`config.mk`:
```
export PLATFORM = sky130hd
export DESIGN_NAME = tc_ctrl
export DESIGN_NICKNAME = d
export VERILOG_FILES = /design/src/hdl/tc_ctrl_pkg.sv /design/src/hdl/tc_ctrl.sv /design/src/hdl/tc_sync2.sv
export SDC_FILE = /design/constraint.sdc
export NUM_CORES = 1
export LEC_CHECK = 0
export ABC_AREA = 1
export BUFFER_PORTS_ARGS = -buffer_cell sky130_fd_sc_hd__buf_2
export CELL_PAD_IN_SITES_DETAIL_PLACEMENT = 0
export CELL_PAD_IN_SITES_GLOBAL_PLACEMENT = 2
export CORE_MARGIN = 10
export CORE_UTILIZATION = 33
export DETAILED_ROUTE_END_ITERATION = 12
export PLACE_DENSITY = 0.8
export SYNTH_ARGS = -nofsm -noshare
export SYNTH_HDL_FRONTEND = slang
export SYNTH_HIERARCHICAL = 1
export SYNTH_SLANG_ARGS = --single-unit
export TNS_END_PERCENT = 50
```
`constraint.sdc`:
```
create_clock -name pclk -period 5.8 [get_ports pclk]
set_input_delay 0.29 -clock pclk [delete_from_list [all_inputs] [get_ports pclk]]
set_output_delay 0.29 -clock pclk [all_outputs]
set_load 0.01 [all_outputs]
```
`src/hdl/tc_ctrl_pkg.sv`:
```
// Register map, field layout and encodings of the timer control block.
package tc_ctrl_pkg;
   localparam int APB_AW = 12;
   localparam int CNT_W = 16;
   localparam int PRESCALE_DIV = 4;
   localparam logic [7:0] IDX_CTRLA = 8'h00;
   localparam logic [7:0] IDX_DIR_CLR = 8'h04;
   localparam logic [7:0] IDX_DIR_SET = 8'h05;
   localparam logic [7:0] IDX_CAPINV = 8'h06;
   localparam logic [7:0] IDX_DBG = 8'h08;
   localparam logic [7:0] IDX_EVT = 8'h0a;
   localparam logic [7:0] IDX_IEN_CLR = 8'h0c;
   localparam logic [7:0] IDX_IEN_SET = 8'h0d;
   localparam logic [7:0] IDX_FLAG = 8'h0e;
   localparam logic [7:0] IDX_STATUS = 8'h0f;
   localparam logic [7:0] IDX_COUNT = 8'h10;
   localparam logic [7:0] IDX_CH0 = 8'h18;
   localparam logic [7:0] IDX_CH1 = 8'h1a;
   localparam logic [7:0] CAPINV_MASK = 8'h33;
   localparam logic [15:0] EVT_MASK = 16'h3137;
   localparam logic [7:0] IEN_MASK = 8'h3b;
   localparam logic [7:0] CAPINV_RST = 8'h00;
   localparam logic [15:0] EVT_RST = 16'h0000;
   localparam logic [7:0] IEN_RST = 8'h00;
   localparam int SWRST_BIT = 0;
   localparam int ENABLE_BIT = 1;
   localparam int DIR_BIT = 0;
   localparam int CAP_SEL_LSB = 4;
   localparam int POL_LSB = 0;
   localparam int CH_EVT_LSB = 12;
   localparam int WRAP_EVT_BIT = 8;
   localparam int IN_EN_BIT = 5;
   localparam int IN_POL_BIT = 4;
   localparam int FLG_CH_LSB = 4;
   localparam int FLG_SYNC_BIT = 3;
   localparam int FLG_ERR_BIT = 1;
   localparam int FLG_WRAP_BIT = 0;
   localparam int ST_BUSY_BIT = 7;
   localparam int ST_STOP_BIT = 3;
   typedef enum logic [2:0]
   {
      ACT_OFF     = 3'h0,
      ACT_RETRIG  = 3'h1,
      ACT_COUNT   = 3'h2,
      ACT_START   = 3'h3,
      ACT_PER_WID = 3'h5,
      ACT_WID_PER = 3'h6
   } event_action_type;
   typedef enum logic [1:0]
   {
      RUN_STOPPED = 2'b01,
      RUN_ACTIVE  = 2'b10
   } run_state_type;
endpackage

```
`src/hdl/tc_ctrl.sv`:
```
// Timer control, event routing and interrupt enables behind an APB slave.
//
// Functional notes
// - Direction reads 0 up, 1 down; set-register one selects down.
// - Channel mode bits 5:4: one makes capture, zero makes compare.
// - Output invert bits 1:0 flip the matching waveform output.
// - Capture/invert register is write-protected and crosses to tick domain.
// - Reserved bits read zero; software writes them zero.
// - Debug-run one keeps counting in debug halt; zero halts it.
// - Debug-run bit survives software reset; all else resets.
// - Channel event enables 13:12 emit an event per match or capture.
// - Wrap event enable bit 8 emits an event per wrap.
// - Event register protected; only action field locked while enabled.
// - Input enable bit 5 gates incoming events.
// - Input invert bit 4 inverts event for period and width capture.
// - Action 0 off, 1 retrigger, 2 count per event, 3 start.
// - Action 5: period ch0, width ch1; action 6 swaps them.
// - Enable-clear writes of one clear enables; reads show state.
// - Enable set and clear share one set of enable bits.
// - Channel flag set one tick after hit; capture read clears it.
// - Capture onto a channel with flag still set raises error flag.
`timescale 1ns/10ps
module tc_ctrl
#(
   parameter int CNT_W    = tc_ctrl_pkg::CNT_W,
   parameter int PRESCALE = tc_ctrl_pkg::PRESCALE_DIV
)
(
   input  wire logic                          pclk,
   input  wire logic                          presetn,
   input  wire logic                          psel,
   input  wire logic                          penable,
   input  wire logic                          pwrite,
   input  wire logic [tc_ctrl_pkg::APB_AW-1:0] paddr,
   input  wire logic [31:0]                   pwdata,
   output logic      [31:0]                   prdata,
   output logic                               pready,
   output logic                               pslverr,
   input  wire logic                          debug_halt,
   input  wire logic                          write_protect,
   input  wire logic                          event_in,
   output logic      [1:0]                    waveform_output_pin,
   output logic      [1:0]                    channel_event_out,
   output logic                               wrap_event_out
);
   import tc_ctrl_pkg::*;

   localparam logic [CNT_W-1:0] CNT_MAX = '1;
   localparam int PW = $clog2(PRESCALE + 1);
   localparam logic [PW-1:0] PRE_LAST = PW'(PRESCALE - 1);

   logic [2:0]       sync_s;
   logic             halt_s;
   logic             wp_s;
   logic             evin_s;
   logic             evin_prev_q;
   logic [7:0]       idx;
   logic             access;
   logic             wr_go;
   logic             rd_go;
   logic             srst;
   logic [31:0]      rd_d;
   logic             enable_q;
   logic             dir_q;
   logic [7:0]       capinv_q;
   logic [7:0]       capinv_new_q;
   logic             busy_q;
   logic             run_during_debug_halt_q;
   logic [15:0]      evt_q;
   logic [7:0]       ien_q;
   logic [7:0]       flags_q;
   logic [7:0]       flag_set;
   logic [7:0]       flag_clr;
   logic [1:0]       pend_q;
   logic [PW-1:0]    pre_q;
   logic             tick;
   logic             halted;
   logic             step;
   run_state_type    run_q;
   logic             running;
   logic [CNT_W-1:0] count_q;
   logic [CNT_W-1:0] cc_q [2];
   event_action_type act;
   logic             ev_ok;
   logic             meas;
   logic             m_now;
   logic             m_prev;
   logic             m_rise;
   logic             m_fall;
   logic             cnt_step;
   logic             wrap_hit;
   logic [1:0]       cap_ev;
   logic [1:0]       cap_sel;
   logic [1:0]       full;
   logic [1:0]       ch_hit;

   function automatic logic hit(input logic go, input logic [7:0] i,
                                input logic [7:0] k);
      return go && (i == k);
   endfunction

   function automatic logic mapped(input logic [7:0] i);
      return i inside {IDX_CTRLA, IDX_DIR_CLR, IDX_DIR_SET, IDX_CAPINV,
                       IDX_DBG, IDX_EVT, IDX_IEN_CLR, IDX_IEN_SET,
                       IDX_FLAG, IDX_STATUS, IDX_COUNT, IDX_CH0, IDX_CH1};
   endfunction

   tc_sync2 #(.W(3)) u_sync
   (
      .clk   (pclk),
      .rst_n (presetn),
      .d     ({debug_halt, write_protect, event_in}),
      .q     (sync_s)
   );

   assign halt_s = sync_s[2];
   assign wp_s   = sync_s[1];
   assign evin_s = sync_s[0];

   // Bus side: one wait state, then the answer from registers.
   assign idx    = paddr[9:2];
   assign access = psel && penable;
   assign wr_go  = access && pready && pwrite && !pslverr;
   assign rd_go  = access && pready && !pwrite && !pslverr;
   assign srst   = hit(wr_go && !wp_s, idx, IDX_CTRLA) && pwdata[SWRST_BIT];

   always_ff @(posedge pclk or negedge presetn)
   begin
      if (!presetn)
      begin
         pready  <= 1'b0;
         pslverr <= 1'b0;
         prdata  <= 32'h0;
      end
      else
      begin
         pready  <= access && !pready;
         pslverr <= access && !pready &&
                    !(mapped(idx) && paddr[11:10] == 2'h0 &&
                      paddr[1:0] == 2'h0);
         prdata  <= (access && !pready && !pwrite) ? rd_d : 32'h0;
      end
   end

   // Reserved bits come back as zero.
   always_comb
   begin
      rd_d = 32'h0;
      unique case (idx)
         IDX_CTRLA:   rd_d[ENABLE_BIT] = enable_q;
         IDX_DIR_CLR,
         IDX_DIR_SET: rd_d[DIR_BIT] = dir_q;
         IDX_CAPINV:  rd_d[7:0] = capinv_q & CAPINV_MASK;
         IDX_DBG:     rd_d[0] = run_during_debug_halt_q;
         IDX_EVT:     rd_d[15:0] = evt_q & EVT_MASK;
         IDX_IEN_CLR,
         IDX_IEN_SET: rd_d[7:0] = ien_q;
         IDX_FLAG:    rd_d[7:0] = flags_q;
         IDX_STATUS:
         begin
            rd_d[ST_BUSY_BIT] = busy_q;
            rd_d[ST_STOP_BIT] = !running;
         end
         IDX_COUNT:   rd_d[CNT_W-1:0] = count_q;
         IDX_CH0:     rd_d[CNT_W-1:0] = cc_q[0];
         IDX_CH1:     rd_d[CNT_W-1:0] = cc_q[1];
         default:     rd_d = 32'h0;
      endcase
   end

   // Control registers; software reset spares the debug-run bit.
   always_ff @(posedge pclk or negedge presetn)
   begin
      if (!presetn)
      begin
         enable_q <= 1'b0;
         dir_q    <= 1'b0;
         evt_q    <= EVT_RST;
         ien_q    <= IEN_RST;
      end
      else if (srst)
      begin
         enable_q <= 1'b0;
         dir_q    <= 1'b0;
         evt_q    <= EVT_RST;
         ien_q    <= IEN_RST;
      end
      else if (!wp_s)
      begin
         if (hit(wr_go, idx, IDX_CTRLA))
            enable_q <= pwdata[ENABLE_BIT];
         if (hit(wr_go, idx, IDX_DIR_SET) && pwdata[DIR_BIT])
            dir_q <= 1'b1;
         if (hit(wr_go, idx, IDX_DIR_CLR) && pwdata[DIR_BIT])
            dir_q <= 1'b0;
         if (hit(wr_go, idx, IDX_EVT))
         begin
            evt_q[15:3] <= pwdata[15:3] & EVT_MASK[15:3];
            if (!enable_q)
               evt_q[2:0] <= pwdata[2:0];
         end
         if (hit(wr_go, idx, IDX_IEN_SET))
            ien_q <= ien_q | (pwdata[7:0] & IEN_MASK);
         if (hit(wr_go, idx, IDX_IEN_CLR))
            ien_q <= ien_q & ~(pwdata[7:0] & IEN_MASK);
      end
   end

   always_ff @(posedge pclk or negedge presetn)
   begin
      if (!presetn)
         run_during_debug_halt_q <= 1'b0;
      else if (hit(wr_go && !wp_s, idx, IDX_DBG) && !srst)
         run_during_debug_halt_q <= pwdata[0];
   end

   // Capture/invert setting is applied on the next counter tick.
   always_ff @(posedge pclk or negedge presetn)
   begin
      if (!presetn)
      begin
         capinv_q     <= CAPINV_RST;
         capinv_new_q <= CAPINV_RST;
         busy_q       <= 1'b0;
      end
      else if (srst)
      begin
         capinv_q     <= CAPINV_RST;
         capinv_new_q <= CAPINV_RST;
         busy_q       <= 1'b0;
      end
      else if (hit(wr_go && !wp_s, idx, IDX_CAPINV))
      begin
         capinv_new_q <= pwdata[7:0] & CAPINV_MASK;
         busy_q       <= 1'b1;
      end
      else if (busy_q && tick)
      begin
         capinv_q <= capinv_new_q;
         busy_q   <= 1'b0;
      end
   end

   // Prescaler making the counter tick.
   always_ff @(posedge pclk or negedge presetn)
   begin
      if (!presetn)
         pre_q <= '0;
      else
         pre_q <= (pre_q == PRE_LAST) ? '0 : pre_q + PW'(1);
   end

   assign tick     = pre_q == PRE_LAST;
   assign halted   = halt_s && !run_during_debug_halt_q;
   assign step     = tick && !halted;
   assign running  = run_q == RUN_ACTIVE && enable_q;
   assign act      = event_action_type'(evt_q[2:0]);
   assign ev_ok    = evt_q[IN_EN_BIT] && evin_s && !evin_prev_q &&
                     !halted;
   assign meas     = (act == ACT_PER_WID || act == ACT_WID_PER) &&
                     evt_q[IN_EN_BIT] && running && !halted;
   assign m_now    = evin_s ^ evt_q[IN_POL_BIT];
   assign m_prev   = evin_prev_q ^ evt_q[IN_POL_BIT];
   assign m_rise   = meas && m_now && !m_prev;
   assign m_fall   = meas && !m_now && m_prev;
   assign cnt_step = running && !halted &&
                     ((act == ACT_COUNT) ? ev_ok : tick);
   assign wrap_hit = cnt_step &&
                     (dir_q ? count_q == '0 : count_q == CNT_MAX);
   assign cap_ev   = (act == ACT_PER_WID) ? {m_fall, m_rise}
                                          : {m_rise, m_fall};
   assign cap_sel  = capinv_q[CAP_SEL_LSB +: 2];
   assign full     = flags_q[FLG_CH_LSB +: 2] | pend_q;

   always_comb
   begin
      for (int c = 0; c < 2; c++)
      begin
         if (cap_sel[c])
            ch_hit[c] = cap_ev[c] && !full[c];
         else
            ch_hit[c] = cnt_step && count_q == cc_q[c];
      end
   end

   always_ff @(posedge pclk or negedge presetn)
   begin
      if (!presetn)
         evin_prev_q <= 1'b0;
      else
         evin_prev_q <= evin_s;
   end

   // Run state follows enable and start-type event actions.
   always_ff @(posedge pclk or negedge presetn)
   begin
      if (!presetn)
         run_q <= RUN_STOPPED;
      else if (srst)
         run_q <= RUN_STOPPED;
      else if (hit(wr_go && !wp_s, idx, IDX_CTRLA) && !enable_q &&
               pwdata[ENABLE_BIT])
         run_q <= RUN_ACTIVE;
      else if (!enable_q)
         run_q <= RUN_STOPPED;
      else if (ev_ok && (act == ACT_RETRIG || act == ACT_START))
         run_q <= RUN_ACTIVE;
   end

   always_ff @(posedge pclk or negedge presetn)
   begin
      if (!presetn)
         count_q <= '0;
      else if (srst)
         count_q <= '0;
      else if (ev_ok && act == ACT_RETRIG)
         count_q <= dir_q ? CNT_MAX : '0;
      else if (m_rise)
         count_q <= '0;
      else if (wrap_hit)
         count_q <= dir_q ? CNT_MAX : '0;
      else if (cnt_step)
         count_q <= dir_q ? count_q - 1'b1 : count_q + 1'b1;
   end

   always_ff @(posedge pclk or negedge presetn)
   begin
      if (!presetn)
      begin
         cc_q[0] <= '0;
         cc_q[1] <= '0;
      end
      else if (srst)
      begin
         cc_q[0] <= '0;
         cc_q[1] <= '0;
      end
      else
      begin
         for (int c = 0; c < 2; c++)
         begin
            if (cap_sel[c] && ch_hit[c])
               cc_q[c] <= count_q;
            else if (!cap_sel[c] && !wp_s &&
                     hit(wr_go, idx, c == 0 ? IDX_CH0 : IDX_CH1))
               cc_q[c] <= pwdata[CNT_W-1:0];
         end
      end
   end

   // Hits wait one tick in pend_q before reaching the flags.
   always_ff @(posedge pclk or negedge presetn)
   begin
      if (!presetn)
         pend_q <= 2'h0;
      else if (srst)
         pend_q <= 2'h0;
      else if (step)
         pend_q <= ch_hit;
      else
         pend_q <= pend_q | ch_hit;
   end

   always_comb
   begin
      flag_set = 8'h0;
      flag_clr = 8'h0;
      if (step)
         flag_set[FLG_CH_LSB +: 2] = pend_q;
      flag_set[FLG_WRAP_BIT] = wrap_hit;
      flag_set[FLG_ERR_BIT]  = |(cap_ev & cap_sel & full);
      flag_set[FLG_SYNC_BIT] = busy_q && tick;
      if (hit(wr_go, idx, IDX_FLAG))
         flag_clr = pwdata[7:0] & IEN_MASK;
      if (hit(rd_go, idx, IDX_CH0) && cap_sel[0])
         flag_clr[FLG_CH_LSB] = 1'b1;
      if (hit(rd_go, idx, IDX_CH1) && cap_sel[1])
         flag_clr[FLG_CH_LSB + 1] = 1'b1;
   end

   // A set in the same cycle as a clear wins.
   always_ff @(posedge pclk or negedge presetn)
   begin
      if (!presetn)
         flags_q <= 8'h0;
      else if (srst)
         flags_q <= 8'h0;
      else
         flags_q <= (flags_q & ~flag_clr) | flag_set;
   end

   always_ff @(posedge pclk or negedge presetn)
   begin
      if (!presetn)
      begin
         waveform_output_pin <= 2'h0;
         channel_event_out   <= 2'h0;
         wrap_event_out      <= 1'b0;
      end
      else
      begin
         for (int c = 0; c < 2; c++)
            waveform_output_pin[c] <= (count_q < cc_q[c]) ^
                                      capinv_q[POL_LSB + c];
         channel_event_out <= ch_hit & evt_q[CH_EVT_LSB +: 2];
         wrap_event_out    <= wrap_hit && evt_q[WRAP_EVT_BIT];
      end
   end
endmodule

```
`src/hdl/tc_sync2.sv`:
```
// Two flip-flop synchroniser for asynchronous level inputs.
`timescale 1ns/10ps
module tc_sync2 #(parameter int W = 1)
(
   input  wire logic         clk,
   input  wire logic         rst_n,
   input  wire logic [W-1:0] d,
   output logic      [W-1:0] q
);
   logic [W-1:0] meta_q;

   always_ff @(posedge clk or negedge rst_n)
   begin
      if (!rst_n)
      begin
         meta_q <= '0;
         q      <= '0;
      end
      else
      begin
         meta_q <= d;
         q      <= meta_q;
      end
   end
endmodule

```
==> summary.txt, run 1 <==
RUN STATUS
--------------------------------------------------------------------------------
Outcome                                                             complete, no violations

FLOORPLAN
--------------------------------------------------------------------------------
Area of the die                                                      0.0303 mm^2
Initial standard-cell utilization of the core                              33.5%
Core area                                                            0.0234 mm^2
Number of I/O pins                                                            91
FP Rows                                                                       56
Chip height                                                               174 um
Die Wd                                                                    174 um

DRT
--------------------------------------------------------------------------------
Number of detailed-routing iterations run before antenna repair                7
Wire length per cell                                                     18.4 um
Via count                                                                   7516
Via density                                                                 4.99
Wirelength, routed                                                      27800 um
Detailed router's first-iteration violation count                            557
Count of antenna-violating nets left after detailed routing                    0
DRC violations left                                                            0

CTS
--------------------------------------------------------------------------------
Skew-Pair Late Insertion Delay                                           0.42 ns
Post-CTS setup-driven buffer insertion count                                   0
CTS H-tree lvls                                                                4
CTS tree                                                                    done
CTS Buf Count                                                                 17
Clock transition at the registers of the reported paths                  0.06 ns
Clock Path Buffers                                                             2
Count of cells resized by post-cts repair                                      0
Total number of clock tree sinks                                             115
Quantity of hold-fixing buffers added after cts                                4
Clock root buffer                                                   sky130_fd_sc_hd__clkbuf_16

SYNTH
--------------------------------------------------------------------------------
Largest area contributor in the netlist                             sky130_fd_sc_hd__dfrtp_1
Top flip-flop cell by instance count after synthesis                sky130_fd_sc_hd__dfrtp_1
Library cells used by synthesis                                               46
Yosys reg bits                                                               115
Number of flops mapped to enable cells by yosys                                0
Number of warning messages in the yosys log                                    6
Post-synthesis sequential area ratio                                       36.7%
Post-synthesis cell area                                            0.00785 mm^2
Number of standard cells after synthesis                                    1111
Share of Yosys cell area claimed by the top area cell type                 36.4%
Share of synthesized registers carrying an async set or reset               100%
Most area-consuming cells after synthesis                           sky130_fd_sc_hd__dfrtp_1, sky130_fd_sc_hd__nand2_1, sky130_fd_sc_hd__ha_1, sky130_fd_sc_hd__inv_1, sky130_fd_sc_hd__nand3_1
Synthesized area per cell                                              7.06 um^2

GLOBAL ROUTING
--------------------------------------------------------------------------------
Met3 Use GR                                                                3.27%
Most used routing layer in global routing                                   met2
Pin count of the biggest net entering global routing                          62
Global-route wire length before repair                                  43200 um
Global-route usage over all layers                                         18.1%
Number of antenna violations at the first check in global routing              0
Global-route met2 utilization                                              28.2%
Remaining global-route overflow                                                0
Via count of the first global-routing pass                                  7428
Met1 GRT Util                                                              25.0%

TIMING
--------------------------------------------------------------------------------
Total Negative Setup Slacks                                                 0 ns
Actual transition at the worst max-transition pin                        1.13 ns
Setup skew after layout                                                0.0129 ns
Number of pins exceeding their max-slew limit in the final report              0
Relative slew slack                                                        24.3%
Final critical path time including I/O delays and setup                  3.26 ns
Final critical-path setup slack                                          2.54 ns
RSZ-0062 raised after global routing                                          no
Post-route clock period utilization                                        56.2%
Count of endpoints failing hold in the final timing report                     0
Number of failing setup endpoints in the final timing report                   0
Maximum frequency from static timing analysis                            307 MHz

LAYOUT
--------------------------------------------------------------------------------
Area added between synthesis and finish                                    15.9%
Final standard cell area without fillers                            0.00909 mm^2
Total area of multi-input combinational cells                       0.00427 mm^2
Sequential Area                                                     0.00288 mm^2
Ant. Diodes                                                                    0
Layout cell share with drive strength beyond 1                             10.4%
Filler Cells Inserted                                                       2563
Net count of the finished layout                                            1274
Core occupancy in the finished layout                                      38.9%

PLACED DESIGN
--------------------------------------------------------------------------------
Standard cell area after detailed placement                         0.00841 mm^2
Place WS                                                                 2.57 ns
Final weighted congestion in routability-driven placement                  0.860
Hpwl dp                                                                 20400 um
Input/output buffers                                                          58

SETUP PATH
--------------------------------------------------------------------------------
Category of the worst setup path capture point                         flip-flop
Category of the most critical setup path                            flip-flop to flip-flop
Maximum net fanout on the critical path                                       35
Data arrival time of the critical path                                   3.62 ns
Type of element launching the critical path                            flip-flop
Required time of the critical path                                       6.16 ns

POWER AND IR DROP
--------------------------------------------------------------------------------
Leakage power total                                                      4.93 nW
Total power                                                              2.23 mW
P per Cell Area                                                      245 mW/mm^2
Peak supply drop                                                      0.000139 V

MIN PATH
--------------------------------------------------------------------------------
Type of the most critical hold path                                 input port to flip-flop

JOB
--------------------------------------------------------------------------------
Maximum capacitance violations                                                 0

layer usage:
metal  share of wire [%]  vias to the layer above
met3                 5.4                       34
met2                  45                      223
met4                 1.7                        0
met1                  48                     3505
met5                   0                        -
li1                    -                     3754
Yosys cell counts (2+ instances only):
library cell / instances
sky130_fd_sc_hd__nor3_1: 14
sky130_fd_sc_hd__inv_2: 6
sky130_fd_sc_hd__o31ai_1: 2
sky130_fd_sc_hd__a21oi_4: 4
sky130_fd_sc_hd__nand2_2: 4
sky130_fd_sc_hd__buf_2: 10
sky130_fd_sc_hd__a41oi_1: 4
sky130_fd_sc_hd__o211ai_1: 3
sky130_fd_sc_hd__xnor2_1: 2
sky130_fd_sc_hd__nand3b_1: 3
sky130_fd_sc_hd__buf_6: 2
sky130_fd_sc_hd__o21a_1: 3
sky130_fd_sc_hd__o22ai_1: 16
sky130_fd_sc_hd__nor4_1: 3
sky130_fd_sc_hd__o21ai_0: 45
sky130_fd_sc_hd__ha_1: 47
sky130_fd_sc_hd__nand3_1: 90
sky130_fd_sc_hd__xor2_1: 10
sky130_fd_sc_hd__dfrtp_1: 114
sky130_fd_sc_hd__nand2_1: 380
sky130_fd_sc_hd__nand3_4: 2
sky130_fd_sc_hd__inv_1: 130
sky130_fd_sc_hd__buf_4: 16
sky130_fd_sc_hd__nor2_1: 72
sky130_fd_sc_hd__a31oi_1: 10
sky130_fd_sc_hd__a21oi_1: 49
sky130_fd_sc_hd__nand4_1: 39
sky130_fd_sc_hd__clkbuf_1: 13
metrics by stage:
stage | hold slack [ns] | cells
after floorplan | -0.00559 | 1126
after global placement | 0.334 | 1470
after detailed placement | 0.340 | 1470
after CTS | 0.0919 | 1506
after global routing | 0.100 | 1506
final | 0.105 | 1506
power breakdown:
part           leakage, nW  internal, mW  total (mW)  switching (mW)
combinational         3.30        0.0728       0.202           0.130
clock                0.307         0.736        1.16           0.419
sequential            1.33         0.821       0.872          0.0515
total                 4.93          1.63        2.23           0.600
worst paths after layout:
check | slack [ns] | start | end | cells past startpoint
worst max-delay path | 2.54 | evt_q[0] | cc_q[18] | 11
worst min-delay path | 0.11 | penable | pready | 3
worst max register to register | 2.54 | evt_q[0] | cc_q[18] | 11
worst min register to register | 0.35 | u_sync/meta_q[1] | u_sync/q[1] | 0
max in group asynchronous | 3.97 | presetn | count_q[15] | 3
min in group asynchronous | 0.47 | presetn | cc_q[26] | 2
layout by cell type, fill, tap and decap left out, types with 6 or more instances in the layout:
| master | n |
|---|---|
| sky130_fd_sc_hd__a21oi_1 | 49 |
| sky130_fd_sc_hd__a31oi_1 | 10 |
| sky130_fd_sc_hd__buf_2 | 57 |
| sky130_fd_sc_hd__buf_4 | 9 |
| sky130_fd_sc_hd__clkbuf_16 | 17 |
| sky130_fd_sc_hd__conb_1 | 16 |
| sky130_fd_sc_hd__dfrtp_1 | 114 |
| sky130_fd_sc_hd__ha_1 | 47 |
| sky130_fd_sc_hd__inv_1 | 130 |
| sky130_fd_sc_hd__inv_2 | 6 |
| sky130_fd_sc_hd__nand2_1 | 380 |
| sky130_fd_sc_hd__nand3_1 | 90 |
| sky130_fd_sc_hd__nand4_1 | 39 |
| sky130_fd_sc_hd__nor2_1 | 72 |
| sky130_fd_sc_hd__nor3_1 | 14 |
| sky130_fd_sc_hd__o21ai_0 | 45 |
| sky130_fd_sc_hd__o22ai_1 | 16 |
| sky130_fd_sc_hd__xor2_1 | 10 |
worst max-delay path, cell delays in order, from the launching register on:
cell	delay [ns]
sky130_fd_sc_hd__dfrtp_1	0.41
sky130_fd_sc_hd__inv_1	0.13
sky130_fd_sc_hd__nand2_1	0.06
sky130_fd_sc_hd__nand2_1	0.06
sky130_fd_sc_hd__nand3_1	0.12
sky130_fd_sc_hd__nor2_4	0.15
sky130_fd_sc_hd__nand2_4	0.10
sky130_fd_sc_hd__a21oi_4	0.61
sky130_fd_sc_hd__nand3_4	0.60
sky130_fd_sc_hd__a21oi_4	0.73
sky130_fd_sc_hd__nand2_1	0.12
sky130_fd_sc_hd__nand2_1	0.08
layout make-up:
| cell class | instances | area share, % |
|---|---|---|
| sequential | 115 | 31.7 |
| tap | 319 | 4.39 |
| clock buffer | 18 | 4.83 |
| timing repair buffer | 70 | 4.32 |
| clock inverter | 14 | 2.22 |
| multi-input combinational | 834 | 47.0 |
| inverter | 136 | 5.61 |
sequential cells by signal, indices dropped and copies added, names as in the netlist, 4 cells and up:
name,count
ien_q,5
capinv_new_q,4
count_q,16
capinv_q,4
prdata,16
cc_q,32
evt_q,8
flags_q,5
logic make-up after synthesis:
family,count (synthesis),synth area share (%)
AO/OA/AOI/OAI,142,10.7
XOR/XNOR,12,1.34
adder cells (fa/ha/maj),48,7.75
AND/OR/NAND/NOR,616,33.9
buffers and inverters,177,9.58
flip-flops,115,36.7
other,1,0.0478
Note: power is estimated with default switching activity, not from simulation.
==> inputs of run 2 (changes only) <==
- CORE_UTILIZATION: 33 -> 30
- PLACE_DENSITY: 0.8 -> 0.76
- clock period: 5.8 -> 2.7 ns (I/O delays scaled with it)
==> summary.txt, run 2 (same netlist as run 1, synthesis figures left out) <==
PLACED DESIGN
--------------------------------------------------------------------------------
Standard cell area after detailed placement                         0.00872 mm^2   +3.6%
Hpwl dp                                                                 21400 um   +4.6%
Cell Count Post-Placement                                                   1520   +3.4%
Input/output buffers                                                          58   unchanged
Place WS                                                                0.488 ns   -2.08 ns
Final weighted congestion in routability-driven placement                  0.874   +1.7%

FLOORPLAN
--------------------------------------------------------------------------------
Die Wd                                                                    182 um   +4.3%
Initial standard-cell utilization of the core                              30.3%   -3.2 points
Number of I/O pins                                                            91   unchanged
FP Rows                                                                       59   +5.4%
Core area                                                            0.0259 mm^2   +11%
Area of the die                                                      0.0330 mm^2   +8.8%
Chip height                                                               182 um   +4.3%

DRT
--------------------------------------------------------------------------------
Wirelength, routed                                                      28100 um   +1.4%
Count of antenna-violating nets left after detailed routing                    0   unchanged
Number of detailed-routing iterations run before antenna repair                5   -2
DRC violations left                                                            0   unchanged
Wire length per cell                                                     18.0 um   -2.1%
Detailed router's first-iteration violation count                            455   -18%
Via count                                                                   7698   +2.4%
Via density                                                                 4.93   -1.1%

POWER AND IR DROP
--------------------------------------------------------------------------------
Leakage power total                                                      5.11 nW   +3.8%
Peak supply drop                                                      0.000351 V   +150%
P per Cell Area                                                      504 mW/mm^2   +110%
Total power                                                              4.74 mW   +110%

TIMING
--------------------------------------------------------------------------------
Actual transition at the worst max-transition pin                       0.796 ns   -0.336 ns
Maximum frequency from static timing analysis                            432 MHz
Hold slack                                                             0.0169 ns   -0.0885 ns
Setup skew after layout                                                0.0101 ns   -0.00277 ns
Final critical path time including I/O delays and setup                  2.31 ns
Count of endpoints failing hold in the final timing report                     0   unchanged
Number of failing setup endpoints in the final timing report                   0   unchanged
Relative slew slack                                                        46.6%   +22 points
Final critical-path setup slack                                         0.387 ns   -2.15 ns
Number of pins exceeding their max-slew limit in the final report              0   unchanged
Total Negative Setup Slacks                                                 0 ns   unchanged
Post-route clock period utilization                                        85.7%
RSZ-0062 raised after global routing                                          no

LAYOUT
--------------------------------------------------------------------------------
Flip-flop count of the largest register after layout                          32   unchanged
Core occupancy in the finished layout                                      36.3%   -2.6 points
Leading cell type in the layout, fill and taps excluded             sky130_fd_sc_hd__nand2_1
Ant. Diodes                                                                    0   unchanged
Final non-filler cell total                                                 1560   +3.6%
Highest-count cells in the layout ignoring fill and taps            sky130_fd_sc_hd__nand2_1, sky130_fd_sc_hd__inv_1, sky130_fd_sc_hd__dfrtp_1
Biggest regs                                                        cc_q x32, count_q x16, prdata x16
Final standard cell area without fillers                            0.00941 mm^2   +3.4%
Area added between synthesis and finish                                    19.9%
Net count of the finished layout                                            1312   +3.0%
Layout cell share with drive strength beyond 1                             12.7%   +2.3 points
Register name with the most flops                                           cc_q
Filler Cells Inserted                                                       2841   +11%

CTS
--------------------------------------------------------------------------------
Clock transition at the registers of the reported paths                  0.06 ns   about the same
Total number of clock tree sinks                                             115   unchanged
Quantity of hold-fixing buffers added after cts                                8   +4
CTS tree                                                                    done
Post-CTS setup-driven buffer insertion count                                   0   unchanged
Skew-Pair Late Insertion Delay                                           0.43 ns   about the same
Clock Path Buffers                                                             2   unchanged
Clock root buffer                                                   sky130_fd_sc_hd__clkbuf_16
CTS H-tree lvls                                                                4   unchanged
CTS Buf Count                                                                 17   unchanged
Count of cells resized by post-cts repair                                      0   unchanged

JOB
--------------------------------------------------------------------------------
Maximum capacitance violations                                                 0   unchanged

MIN PATH
--------------------------------------------------------------------------------
Type of the most critical hold path                                 input port to flip-flop

SETUP PATH
--------------------------------------------------------------------------------
Buf/Inv on CP                                                                  4   +3
Cell chain of the critical path                                     dlygate4sd3_1 > buf_2 > nand2_1 > dlygate4sd3_1 > nor2_1 > inv_1 > nor2_1 > o21ai_1 > a41oi_1
Delay of the slowest cell on the worst path                              0.55 ns   -0.18 ns
Maximum net fanout on the critical path                                        8   -77%
Category of the worst setup path capture point                         flip-flop
Data arrival time of the critical path                                   2.63 ns   -0.99 ns
Category of the most critical setup path                            input port to flip-flop
Type of element launching the critical path                           input port
Required time of the critical path                                       3.02 ns   -3.14 ns
Highest-delay cell along the critical path                          sky130_fd_sc_hd__dlygate4sd3_1
CP delay by family, top                                             buffers and inverters

GLOBAL ROUTING
--------------------------------------------------------------------------------
Pin count of the biggest net entering global routing                          49   -21%
Number of antenna violations at the first check in global routing              0   unchanged
Global-route usage over all layers                                         16.8%   -1.3 points
Via count of the first global-routing pass                                  7779   +4.7%
Global-route wire length before repair                                  44200 um   +2.1%
Remaining global-route overflow                                                0   unchanged

RUN STATUS
--------------------------------------------------------------------------------
Outcome                                                             complete, no violations

[run 2: worst paths after layout]
kind                       slack [ns]  depth (start not counted)           to              from
setup / recovery                 0.39                          9    prdata[8]           penable
hold / removal                   0.02                          3     evt_q[2]         pwdata[2]
setup reg to reg                 0.50                         13   count_q[8]            pready
hold reg to reg                  0.35                          0  u_sync/q[1]  u_sync/meta_q[1]
max in group asynchronous        1.56                          3    prdata[7]           presetn
min in group asynchronous        0.31                          2  count_q[10]           presetn
[run 2: report_power, final]
part / internal (mW) / leakage (nW) / switching [mW]
Clock: 1.52 / 0.293 / 0.860
Combinational: 0.194 / 3.50 / 0.349
Sequential: 1.76 / 1.33 / 0.0533
Total: 3.48 / 5.11 / 1.26
[run 2: worst min-delay path, cell delays in order]
cell and delay [ns]:
sky130_fd_sc_hd__buf_2 0.14, sky130_fd_sc_hd__nand2_1 0.06, sky130_fd_sc_hd__o21ai_0 0.06
[run 2: routing by layer]
| metal | global-route usage (%) | routed length [um] | vias up |
|---|---|---|---|
| met5 | 0 | 0 | - |
| met4 | 4.07 | 365 | 0 |
| met3 | 2.72 | 1260 | 31 |
| met2 | 28.1 | 13400 | 186 |
| met1 | 22.1 | 13100 | 3664 |
| li1 | - | - | 3817 |
[run 2: final cells by class]
type	instances	area, um^2	area share (%)
multi-input combinational	834	4280	45.5
sequential	115	2880	30.6
timing repair buffer	108	713	7.58
inverter	136	510	5.43
clock buffer	23	478	5.08
tap	335	419	4.46
clock inverter	9	129	1.37
